[config.mk]
export PLATFORM = sky130hd
export DESIGN_NAME = cdc_excitation_and_mode_config
export DESIGN_NICKNAME = d
export VERILOG_FILES = /design/src/cdc_cfg_pkg.sv /design/src/cdc_excitation_and_mode_config.sv /design/src/conv_timer.sv
export SDC_FILE = /design/constraint.sdc
export NUM_CORES = 1
export LEC_CHECK = 0
export ABC_AREA = 1
export BUFFER_PORTS_ARGS = -buffer_cell sky130_fd_sc_hd__buf_2
export CORE_UTILIZATION = 55
export CTS_BUF_LIST = sky130_fd_sc_hd__clkbuf_16
export CTS_CLUSTER_DIAMETER = 30
export DETAILED_ROUTE_END_ITERATION = 8
export HOLD_SLACK_MARGIN = 0.05
export PLACE_DENSITY = 0.84
export SLEW_MARGIN = 10
export SYNTH_ARGS = -nofsm -noshare
export SYNTH_HDL_FRONTEND = slang
export SYNTH_HIERARCHICAL = 1
export SYNTH_SLANG_ARGS = --single-unit
[constraint.sdc]
create_clock -name sys_clk -period 5.5 [get_ports sys_clk]
set_input_delay 1.1 -clock sys_clk [delete_from_list [all_inputs] [get_ports sys_clk]]
set_output_delay 1.1 -clock sys_clk [all_outputs]
set_load 0.005 [all_outputs]
[src/cdc_cfg_pkg.sv]
/*
 * constants, types and tables shared by the excitation/mode block and its timer.
 * assumes a 10 MHz system clock; conversion times are kept in 0.1 ms ticks.
 */
package cdc_cfg_pkg;

	// register pointers on the two-wire interface
	localparam logic [7:0]  PTR_EXC    = 8'h09;
	localparam logic [7:0]  PTR_CFG    = 8'h0A;
	localparam logic [7:0]  PTR_OFS_HI = 8'h0D;
	localparam logic [7:0]  PTR_OFS_LO = 8'h0E;

	// reset values
	localparam logic [7:0]  EXC_RESET  = 8'h03;
	localparam logic [7:0]  CFG_RESET  = 8'hA0;
	localparam logic [15:0] OFS_RESET  = 16'h8000;

	// field positions
	localparam int EXC_DAC_BIT = 3;
	localparam int EXC_EN_BIT  = 2;
	localparam int LVL_LSB     = 0;
	localparam int AUX_FS_LSB  = 6;
	localparam int CAP_FS_LSB  = 3;
	localparam int MODE_LSB    = 0;

	// device address on the serial bus, value is arbitrary
	localparam logic [6:0]  DEV_ADDR_DEFAULT = 7'h2A;

	// timing: clock rate and tick length
	localparam int CLK_HZ        = 10000000;
	localparam int TICK_US       = 100;
	localparam int CYCLES_PER_TICK = (CLK_HZ / 1000000) * TICK_US;

	// conversion times in 0.1 ms ticks
	localparam logic [11:0] CAP_CONV_TICKS [8] = '{12'h0DC, 12'h0EF, 12'h190, 12'h2F8,
	                                              12'h4D8, 12'h604, 12'h730, 12'h891};
	localparam logic [11:0] AUX_CONV_TICKS [4] = '{12'h0C9, 12'h141, 12'h26D, 12'h4C5};

	// excitation low and high levels in eighths of supply per level code
	localparam logic [3:0]  EXC_LOW_EIGHTHS  [4] = '{4'h3, 4'h2, 4'h1, 4'h0};
	localparam logic [3:0]  EXC_HIGH_EIGHTHS [4] = '{4'h5, 4'h6, 4'h7, 4'h8};

	typedef enum logic [2:0] {
		MODE_IDLE       = 3'h0,
		MODE_CONT       = 3'h1,
		MODE_SINGLE     = 3'h2,
		MODE_POWER_DOWN = 3'h3,
		MODE_OFFSET_CAL = 3'h5,
		MODE_GAIN_CAL   = 3'h6
	} op_mode_t;

	typedef enum logic [3:0] {
		S_IDLE      = 4'h0,
		S_ADDR      = 4'h1,
		S_ADDR_ACK  = 4'h3,
		S_PTR       = 4'h2,
		S_PTR_ACK   = 4'h6,
		S_WDATA     = 4'h7,
		S_WDATA_ACK = 4'h5,
		S_RDATA     = 4'h4,
		S_RDATA_ACK = 4'hC
	} ser_state_t;

	typedef struct packed {
		logic       offset_dac_drive_enable;
		logic       input_shield_drive_enable;
		logic [1:0] drive_level;
		logic [3:0] low_eighths;
		logic [3:0] high_eighths;
	} exc_drive_t;

	typedef struct packed {
		logic cap_active;
		logic aux_active;
		logic cap_conv_done;
		logic aux_conv_done;
		logic powered_down;
	} conv_status_t;

endpackage

[src/cdc_excitation_and_mode_config.sv]
/*
 * excitation setup and rate/mode configuration registers behind a two-wire
 * serial slave with an address pointer, plus the conversion mode sequencer.
 * assumes scl/sda inputs already synchronous to sys_clk; sda is open drain.
 */
// What this block does
// - the two-bit level code picks a swing of 1/8, 1/4, 3/8 or 1/2 supply about mid-supply.
// - the excitation register resets to 0x03.
// - the rate and mode register resets to 0xA0.
// - the capacitive filter code sets the cap conversion time from 22.0 to 219.3 ms.
// - the three-bit mode field selects idle, continuous, single, power-down or a calibration.
// - a mode acts on the capacitive channel only while its channel enable is set.
// - a finished offset calibration overwrites the offset coefficient, reset 0x8000.
`timescale 1ns/10ps
`default_nettype none
module cdc_excitation_and_mode_config #(
	parameter logic [6:0]  DEV_ADDR        = cdc_cfg_pkg::DEV_ADDR_DEFAULT,
	parameter int unsigned CYCLES_PER_TICK = cdc_cfg_pkg::CYCLES_PER_TICK
) (
	input  wire logic                      sys_clk,
	input  wire logic                      rstn,
	input  wire logic                      scl_in,
	input  wire logic                      sda_in,
	output logic                           sda_out,
	output logic                           sda_oe_n,
	input  wire logic                      cap_channel_enable,
	input  wire logic                      aux_channel_enable,
	input  wire logic [15:0]               zero_scale_result,
	output cdc_cfg_pkg::exc_drive_t        exc_drive,
	output cdc_cfg_pkg::conv_status_t      conv_status,
	output logic [15:0]                    offset_coeff
);
	// serial slave state
	cdc_cfg_pkg::ser_state_t st_reg, st_next;
	logic [3:0]  cnt_reg,  cnt_next;
	logic [7:0]  sh_reg,   sh_next;
	logic [7:0]  ptr_reg,  ptr_next;
	logic        rw_reg,   rw_next;
	logic        mack_reg, mack_next;
	logic        oe_n_reg, oe_n_next;
	logic        scl_prev, sda_prev;
	logic        scl_rise, scl_fall, start_seen, stop_seen;
	logic        wr_en;
	logic [7:0]  wr_ptr, wr_data, rd_val;

	// register and sequencer state
	logic [7:0]  exc_reg,  exc_next;
	logic [7:0]  cfg_reg,  cfg_next;
	logic [15:0] ofs_reg,  ofs_next;
	logic        run_reg,  run_next;
	logic        ch_reg,   ch_next;
	logic        pref_reg, pref_next;
	cdc_cfg_pkg::exc_drive_t   drv_reg, drv_next;
	cdc_cfg_pkg::conv_status_t sts_reg, sts_next;
	cdc_cfg_pkg::op_mode_t     mode;
	logic        t_start, t_abort, t_done, start_ch, start_ok;
	logic [11:0] t_len;
	logic [1:0]  lvl;

	assign scl_rise   = scl_in & ~scl_prev;
	assign scl_fall   = ~scl_in & scl_prev;
	assign start_seen = scl_in & scl_prev & sda_prev & ~sda_in;
	assign stop_seen  = scl_in & scl_prev & ~sda_prev & sda_in;

	// register read mux
	always_comb begin
		if (ptr_reg == cdc_cfg_pkg::PTR_EXC) begin
			rd_val = exc_reg;
		end else if (ptr_reg == cdc_cfg_pkg::PTR_CFG) begin
			rd_val = cfg_reg;
		end else if (ptr_reg == cdc_cfg_pkg::PTR_OFS_HI) begin
			rd_val = ofs_reg[15:8];
		end else if (ptr_reg == cdc_cfg_pkg::PTR_OFS_LO) begin
			rd_val = ofs_reg[7:0];
		end else begin
			rd_val = 8'h00;
		end
	end

	// two-wire slave: address, pointer, write bytes, read bytes with auto-increment
	always_comb begin
		st_next   = st_reg;
		cnt_next  = cnt_reg;
		sh_next   = sh_reg;
		ptr_next  = ptr_reg;
		rw_next   = rw_reg;
		mack_next = mack_reg;
		oe_n_next = oe_n_reg;
		wr_en     = 1'b0;
		wr_ptr    = ptr_reg;
		wr_data   = sh_reg;
		if (start_seen) begin
			st_next   = cdc_cfg_pkg::S_ADDR;
			cnt_next  = 4'h0;
			oe_n_next = 1'b1;
		end else if (stop_seen) begin
			st_next   = cdc_cfg_pkg::S_IDLE;
			oe_n_next = 1'b1;
		end else if (scl_rise) begin
			case (st_reg)
				cdc_cfg_pkg::S_ADDR, cdc_cfg_pkg::S_PTR, cdc_cfg_pkg::S_WDATA: begin
					sh_next  = {sh_reg[6:0], sda_in};
					cnt_next = cnt_reg + 4'h1;
				end
				cdc_cfg_pkg::S_RDATA: begin
					cnt_next = cnt_reg + 4'h1;
				end
				cdc_cfg_pkg::S_RDATA_ACK: begin
					mack_next = ~sda_in;
				end
				default: begin
				end
			endcase
		end else if (scl_fall) begin
			case (st_reg)
				cdc_cfg_pkg::S_ADDR: begin
					if (cnt_reg == 4'h8) begin
						cnt_next = 4'h0;
						if (sh_reg[7:1] == DEV_ADDR) begin
							rw_next   = sh_reg[0];
							st_next   = cdc_cfg_pkg::S_ADDR_ACK;
							oe_n_next = 1'b0;
						end else begin
							st_next = cdc_cfg_pkg::S_IDLE;
						end
					end
				end
				cdc_cfg_pkg::S_PTR: begin
					if (cnt_reg == 4'h8) begin
						ptr_next  = sh_reg;
						cnt_next  = 4'h0;
						st_next   = cdc_cfg_pkg::S_PTR_ACK;
						oe_n_next = 1'b0;
					end
				end
				cdc_cfg_pkg::S_WDATA: begin
					if (cnt_reg == 4'h8) begin
						wr_en     = 1'b1;
						ptr_next  = ptr_reg + 8'h01;
						cnt_next  = 4'h0;
						st_next   = cdc_cfg_pkg::S_WDATA_ACK;
						oe_n_next = 1'b0;
					end
				end
				cdc_cfg_pkg::S_ADDR_ACK, cdc_cfg_pkg::S_RDATA_ACK: begin
					if ((st_reg == cdc_cfg_pkg::S_ADDR_ACK) ? rw_reg : mack_reg) begin
						sh_next   = rd_val;
						ptr_next  = ptr_reg + 8'h01;
						cnt_next  = 4'h0;
						oe_n_next = rd_val[7];
						st_next   = cdc_cfg_pkg::S_RDATA;
					end else begin
						oe_n_next = 1'b1;
						st_next   = (st_reg == cdc_cfg_pkg::S_ADDR_ACK) ?
						            cdc_cfg_pkg::S_PTR : cdc_cfg_pkg::S_IDLE;
					end
				end
				cdc_cfg_pkg::S_PTR_ACK, cdc_cfg_pkg::S_WDATA_ACK: begin
					oe_n_next = 1'b1;
					st_next   = cdc_cfg_pkg::S_WDATA;
				end
				cdc_cfg_pkg::S_RDATA: begin
					if (cnt_reg == 4'h8) begin
						cnt_next  = 4'h0;
						oe_n_next = 1'b1;
						st_next   = cdc_cfg_pkg::S_RDATA_ACK;
					end else begin
						sh_next   = {sh_reg[6:0], 1'b0};
						oe_n_next = sh_reg[6];
					end
				end
				default: begin
				end
			endcase
		end
	end

	always_ff @(posedge sys_clk) begin
		if (!rstn) begin
			st_reg   <= cdc_cfg_pkg::S_IDLE;
			cnt_reg  <= 4'h0;
			sh_reg   <= 8'h00;
			ptr_reg  <= 8'h00;
			rw_reg   <= 1'b0;
			mack_reg <= 1'b0;
			oe_n_reg <= 1'b1;
			scl_prev <= 1'b1;
			sda_prev <= 1'b1;
		end else begin
			st_reg   <= st_next;
			cnt_reg  <= cnt_next;
			sh_reg   <= sh_next;
			ptr_reg  <= ptr_next;
			rw_reg   <= rw_next;
			mack_reg <= mack_next;
			oe_n_reg <= oe_n_next;
			scl_prev <= scl_in;
			sda_prev <= sda_in;
		end
	end

	// registers and conversion sequencer
	always_comb begin
		exc_next  = exc_reg;
		cfg_next  = cfg_reg;
		ofs_next  = ofs_reg;
		run_next  = run_reg;
		ch_next   = ch_reg;
		pref_next = pref_reg;
		t_start   = 1'b0;
		t_abort   = 1'b0;
		mode      = cdc_cfg_pkg::op_mode_t'(cfg_reg[cdc_cfg_pkg::MODE_LSB +: 3]);
		sts_next  = '0;
		start_ch  = 1'b0;
		start_ok  = 1'b0;
		if (pref_reg && aux_channel_enable) begin
			start_ch = 1'b1;
			start_ok = 1'b1;
		end else if (cap_channel_enable) begin
			start_ok = 1'b1;
		end else if (aux_channel_enable && mode != cdc_cfg_pkg::MODE_OFFSET_CAL) begin
			start_ch = 1'b1;
			start_ok = 1'b1;
		end
		t_len = start_ch ? cdc_cfg_pkg::AUX_CONV_TICKS[cfg_reg[cdc_cfg_pkg::AUX_FS_LSB +: 2]]
		                 : cdc_cfg_pkg::CAP_CONV_TICKS[cfg_reg[cdc_cfg_pkg::CAP_FS_LSB +: 3]];
		if (wr_en && wr_ptr == cdc_cfg_pkg::PTR_EXC) begin
			exc_next = wr_data;
		end
		if (wr_en && wr_ptr == cdc_cfg_pkg::PTR_CFG) begin
			cfg_next  = wr_data;
			t_abort   = 1'b1;
			run_next  = 1'b0;
			pref_next = 1'b0;
		end else if (run_reg) begin
			if (t_done) begin
				run_next               = 1'b0;
				sts_next.cap_conv_done = ~ch_reg;
				sts_next.aux_conv_done = ch_reg;
				if (mode == cdc_cfg_pkg::MODE_OFFSET_CAL && !ch_reg) begin
					ofs_next = zero_scale_result;
				end
				if (mode == cdc_cfg_pkg::MODE_CONT) begin
					pref_next = ~ch_reg;
				end else if (mode == cdc_cfg_pkg::MODE_SINGLE && !ch_reg && aux_channel_enable) begin
					pref_next = 1'b1;
				end else begin
					cfg_next[cdc_cfg_pkg::MODE_LSB +: 3] = cdc_cfg_pkg::MODE_IDLE;
					pref_next = 1'b0;
				end
			end
		end else begin
			case (mode)
				cdc_cfg_pkg::MODE_CONT, cdc_cfg_pkg::MODE_SINGLE,
				cdc_cfg_pkg::MODE_OFFSET_CAL, cdc_cfg_pkg::MODE_GAIN_CAL: begin
					if (start_ok) begin
						t_start  = 1'b1;
						run_next = 1'b1;
						ch_next  = start_ch;
					end else if (mode != cdc_cfg_pkg::MODE_CONT) begin
						cfg_next[cdc_cfg_pkg::MODE_LSB +: 3] = cdc_cfg_pkg::MODE_IDLE;
					end
				end
				default: begin
				end
			endcase
		end
		sts_next.cap_active   = run_next & ~ch_next;
		sts_next.aux_active   = run_next & ch_next;
		sts_next.powered_down = (cfg_next[cdc_cfg_pkg::MODE_LSB +: 3] ==
		                         cdc_cfg_pkg::MODE_POWER_DOWN);
		lvl = exc_next[cdc_cfg_pkg::LVL_LSB +: 2];
		drv_next.offset_dac_drive_enable   = exc_next[cdc_cfg_pkg::EXC_DAC_BIT];
		drv_next.input_shield_drive_enable = exc_next[cdc_cfg_pkg::EXC_EN_BIT];
		drv_next.drive_level               = lvl;
		drv_next.low_eighths               = cdc_cfg_pkg::EXC_LOW_EIGHTHS[lvl];
		drv_next.high_eighths              = cdc_cfg_pkg::EXC_HIGH_EIGHTHS[lvl];
	end

	always_ff @(posedge sys_clk) begin
		if (!rstn) begin
			exc_reg  <= cdc_cfg_pkg::EXC_RESET;
			cfg_reg  <= cdc_cfg_pkg::CFG_RESET;
			ofs_reg  <= cdc_cfg_pkg::OFS_RESET;
			run_reg  <= 1'b0;
			ch_reg   <= 1'b0;
			pref_reg <= 1'b0;
			drv_reg  <= '{1'b0, 1'b0, 2'h3, 4'h0, 4'h8};
			sts_reg  <= '0;
		end else begin
			exc_reg  <= exc_next;
			cfg_reg  <= cfg_next;
			ofs_reg  <= ofs_next;
			run_reg  <= run_next;
			ch_reg   <= ch_next;
			pref_reg <= pref_next;
			drv_reg  <= drv_next;
			sts_reg  <= sts_next;
		end
	end

	conv_timer #(
		.CYCLES_PER_TICK (CYCLES_PER_TICK)
	) i_conv_timer (
		.sys_clk   (sys_clk),
		.rstn      (rstn),
		.start     (t_start),
		.abort     (t_abort),
		.len_ticks (t_len),
		.busy      (),
		.done      (t_done)
	);

	assign sda_out      = 1'b0;
	assign sda_oe_n     = oe_n_reg;
	assign exc_drive    = drv_reg;
	assign conv_status  = sts_reg;
	assign offset_coeff = ofs_reg;
endmodule
`default_nettype wire

[src/conv_timer.sv]
/*
 * conversion timer: a tick divider and a down counter of ticks.
 * assumes start and abort are one-cycle pulses from the mode sequencer.
 */
`timescale 1ns/10ps
`default_nettype none
module conv_timer #(
	parameter int unsigned CYCLES_PER_TICK = cdc_cfg_pkg::CYCLES_PER_TICK
) (
	input  wire logic        sys_clk,
	input  wire logic        rstn,
	input  wire logic        start,
	input  wire logic        abort,
	input  wire logic [11:0] len_ticks,
	output logic             busy,
	output logic             done
);
	localparam int PRE_W = $clog2(CYCLES_PER_TICK + 1);
	localparam logic [PRE_W-1:0] PRE_LAST = PRE_W'(CYCLES_PER_TICK - 1);

	logic [PRE_W-1:0] pre_reg,  pre_next;
	logic [11:0]      tick_reg, tick_next;
	logic             busy_reg, busy_next;
	logic             done_reg, done_next;

	always_comb begin
		pre_next  = pre_reg;
		tick_next = tick_reg;
		busy_next = busy_reg;
		done_next = 1'b0;
		if (abort) begin
			busy_next = 1'b0;
		end else if (start) begin
			busy_next = 1'b1;
			pre_next  = '0;
			tick_next = (len_ticks == 12'h000) ? 12'h001 : len_ticks;
		end else if (busy_reg) begin
			if (pre_reg == PRE_LAST) begin
				pre_next = '0;
				if (tick_reg == 12'h001) begin
					busy_next = 1'b0;
					done_next = 1'b1;
				end else begin
					tick_next = tick_reg - 12'h001;
				end
			end else begin
				pre_next = pre_reg + PRE_W'(1);
			end
		end
	end

	always_ff @(posedge sys_clk) begin
		if (!rstn) begin
			pre_reg  <= '0;
			tick_reg <= 12'h000;
			busy_reg <= 1'b0;
			done_reg <= 1'b0;
		end else begin
			pre_reg  <= pre_next;
			tick_reg <= tick_next;
			busy_reg <= busy_next;
			done_reg <= done_next;
		end
	end

	assign busy = busy_reg;
	assign done = done_reg;
endmodule
`default_nettype wire

==> flow_summary.json <==
{
  "status": "finished clean",
  "synth.distinct_cells": 45,
  "power_switching_share": 0.2686,
  "cts.clk_slew.worst_paths_ns": 0.07,
  "numCtsBuffers": 9,
  "clock_skew_ns": 0.009116,
  "synthToLayoutAreaGrowth_pct": 9.446,
  "slew_headroom": 0.3022,
  "criticalPathCategory": "in -> reg",
  "path_buf_inv": 5,
  "cts_sinks": 98,
  "cp_slowest_cell": "nand3_2",
  "placementRows": 37,
  "num_vias": 5619,
  "path_cells": "buf_2 > ha_1 > nand2_1 > nor2_1 > inv_1 > nand2_2 > nor2_2 > nand3_2 > nand3_1 > inv_1 > inv_2 > nand2_1 > nand2_2 > inv_4 > nand2_4 > nand2_1 > a211oi_1",
  "rsz0062_at_grt": "false",
  "multiInputGateArea_um2": 3291,
  "fp.dieH_um": 104.9,
  "pin_count": 57,
  "p_int_mw": 1.070,
  "clkLatencyLatePin_ns": 0.35,
  "drive_above_1_share": 0.1450,
  "wl_per_cell_um": 12.68,
  "slowest_delay_ns": 0.38,
  "startpoint_type": "input port",
  "syn_inst": 895,
  "grt_max_degree": 61,
  "peakVddDrop_mv": 0.1389,
  "timing.final.hold_violations": 0,
  "clk_path_buf_depth": 2,
  "grt_usage": 0.2565,
  "core_um2": 10280,
  "max_slew.worst_pin.slew_ns": 1.047,
  "async_flop_share": 0,
  "syn_area_um2": 5828,
  "cts_tree": "yes",
  "maxCapViolCount": 0,
  "placedInstanceArea_um2": 6086,
  "cts_root_buffer": "clkbuf_16",
  "hold_path.class": "reg -> reg",
  "synth_top_area_cell": "dfxtp_1",
  "fin_crit_ns": 3.696,
  "cts-htree-levels": 3,
  "hold_buffers": 0,
  "ys_seq_area_frac": 0.3366,
  "clkPwrFrac": 0.431,
  "yosys_warnings": 6,
  "setup_tns_ns": 0,
  "drc": 0,
  "die-area_um2": 11010,
  "post-cts-setup-buffers": 0,
  "slew_viol_final": 0,
  "fin_area_um2": 6379,
  "nNetsFinal": 975,
  "synth_top_cell_area_share": 0.3366,
  "p_per_area_nw_per_um2": 229.4,
  "drtAntennaViolNets": 0,
  "overflow": 0,
  "clock.fmax_ghz": 0.2706,
  "grt_pass1_wl_mm": 23.10,
  "drt-pass1-iter-count": 5,
  "crit_path_frequent_cell": "nand2_1",
  "drt-total-wl_mm": 13.61,
  "seq_area_um2": 1962,
  "n_antenna_cell": 0,
  "cp_max_fo": 21,
  "critPathArrivalTime_ns": 3.96,
  "antenna_found_initial": 0,
  "viasPerCell": 5.232,
  "power_mw": 1.463,
  "nFillCells": 1020,
  "synth.avg_cell_area_um2": 6.512,
  "largest_reg_flops": 16,
  "synth_ff_type": "dfxtp_1",
  "initial_core_util": 0.5671,
  "power_frac_comb": 0.073,
  "critPathTopFamily": "simple AND/OR/NAND/NOR gates",
  "dpl.hpwl_mm": 9.924,
  "cts_resized": 0,
  "required_ns": 5.76,
  "synth_edf_count": 0,
  "fin_crit_sh": 0.6720,
  "fp.dieW_um": 104.9,
  "setup_viol": 0,
  "dr.first_iter.drc_count": 388,
  "fin_util": 0.6206,
  "synthTopCellsByArea": "dfxtp_1 34%, nand2_1 13%, nor2_1 10%",
  "gp_congestion": 0.9325,
  "seq_power_share": 0.497,
  "ys_seq_elements": 98,
  "first_global_vias": 5022,
  "io_buffers": 53,
  "p_leak_nw": 2.907,
  "power_switching_uw": 393.1,
  "critPathCaptureType": "register"
}
## through the flow
stage          hold WS (ns)  instances  setup WS (ns)
3_5_place_dp         0.4363       1058          1.483
3_3_place_gp         0.4313       1058          1.569
5_1_grt              0.4803       1074          1.428
2_1_floorplan        0.4213        897          2.459
4_1_cts              0.4487       1074          1.840
6_report             0.4466       1074          1.804
## final timing paths
check	start	to	slack, ns	cells after the start
max	scl_in	i_conv_timer/pre_reg[7]	1.80	17
min	exc_reg[7]	exc_reg[7]	0.45	2
max reg2reg	cnt_reg[0]	i_conv_timer/pre_reg[7]	2.32	16
min reg2reg	exc_reg[7]	exc_reg[7]	0.45	2
## power groups by stage
stage | clock network (mW) | logic [mW] | registers, mW
after detailed placement | 0 | 0.104 | 0.743
after floorplan | 0 | 0.0792 | 0.740
after global placement | 0 | 0.102 | 0.743
after CTS | 0.643 | 0.104 | 0.726
final | 0.630 | 0.106 | 0.727
after global routing | 0.670 | 0.120 | 0.728
## per-layer routing
| layer | wire length, um | global-route usage | vias up |
|---|---|---|---|
| li1 | - | - | 2920 |
| met2 | 6297 | 0.4186 | 195 |
| met3 | 731 | 0.03556 | 28 |
| met5 | 0 | 0 | - |
| met4 | 283 | 0.09557 | 0 |
| met1 | 6302 | 0.3438 | 2476 |
## cell usage after synthesis, types with 7 or more instances
| cell type | instances |
|---|---|
| buf_2 | 7 |
| a21oi_1 | 49 |
| nor2_2 | 13 |
| nor2_4 | 7 |
| o21ai_1 | 13 |
| buf_4 | 10 |
| nand2_2 | 21 |
| nor2_1 | 156 |
| nand2_1 | 201 |
| dfxtp_1 | 98 |
| inv_2 | 9 |
| ha_1 | 20 |
| inv_1 | 94 |
| nand3_1 | 65 |
| nor3_1 | 10 |
| o21ai_0 | 56 |
| nand4_1 | 9 |
## worst reg2reg max path, cell delays in order (launching register included)
cell and delay [ns]:
dfxtp_1 0.35, inv_1 0.07, ha_1 0.14, nand2_1 0.08
nor2_4 0.14, nand2_1 0.11, nor2_2 0.21, nand3_2 0.38
nand3_1 0.23, inv_1 0.18, inv_2 0.30, nand2_1 0.13
nand2_2 0.16, inv_4 0.08, nand2_4 0.11, nand2_1 0.17
a211oi_1 0.26
## cell type report
| type | count | share of cell area |
|---|---|---|
| Tap cell | 136 | 0.02668 |
| Clock inverter | 7 | 0.01059 |
| Sequential cell | 98 | 0.3076 |
| Inverter | 105 | 0.06238 |
| Clock buffer | 9 | 0.03531 |
| Timing Repair Buffer | 53 | 0.04158 |
| Multi-Input combinational cell | 666 | 0.5159 |
## cells in the final DEF (no fill, tap or decap), types with 3 or more instances in the layout
| cell | Yosys | final |
|---|---|---|
| nand2_4 | 3 | 3 |
| conb_1 | 1 | 3 |
| o211ai_1 | 4 | 4 |
| o21ai_1 | 13 | 13 |
| nand3_2 | 3 | 3 |
| nand2_1 | 201 | 201 |
| inv_1 | 94 | 94 |
| nand3_1 | 65 | 65 |
| nand2_2 | 21 | 21 |
| nor3_1 | 10 | 10 |
| nand4_1 | 9 | 9 |
| nor2_4 | 7 | 7 |
| a21oi_1 | 49 | 49 |
| dfxtp_1 | 98 | 98 |
| clkbuf_16 | 0 | 9 |
| o21ai_0 | 56 | 56 |
| ha_1 | 20 | 20 |
| xor2_1 | 5 | 5 |
| inv_6 | 0 | 4 |
| nand3b_1 | 3 | 3 |
| xnor2_1 | 4 | 4 |
| nor2_1 | 156 | 156 |
| buf_2 | 7 | 53 |
| inv_2 | 9 | 9 |
| or2_2 | 3 | 3 |
| nor2_2 | 13 | 13 |
## cell families after synthesis
| logic type | synth area share |
|---|---|
| compound gates | 0.1219 |
| flops | 0.3366 |
| buf+inv | 0.1000 |
| simple gates | 0.3843 |
| xor+xnor | 0.01352 |
| other cells | 0.0006434 |
| fa+ha+maj | 0.04294 |
Note: power is estimated with default switching activity, not from simulation.
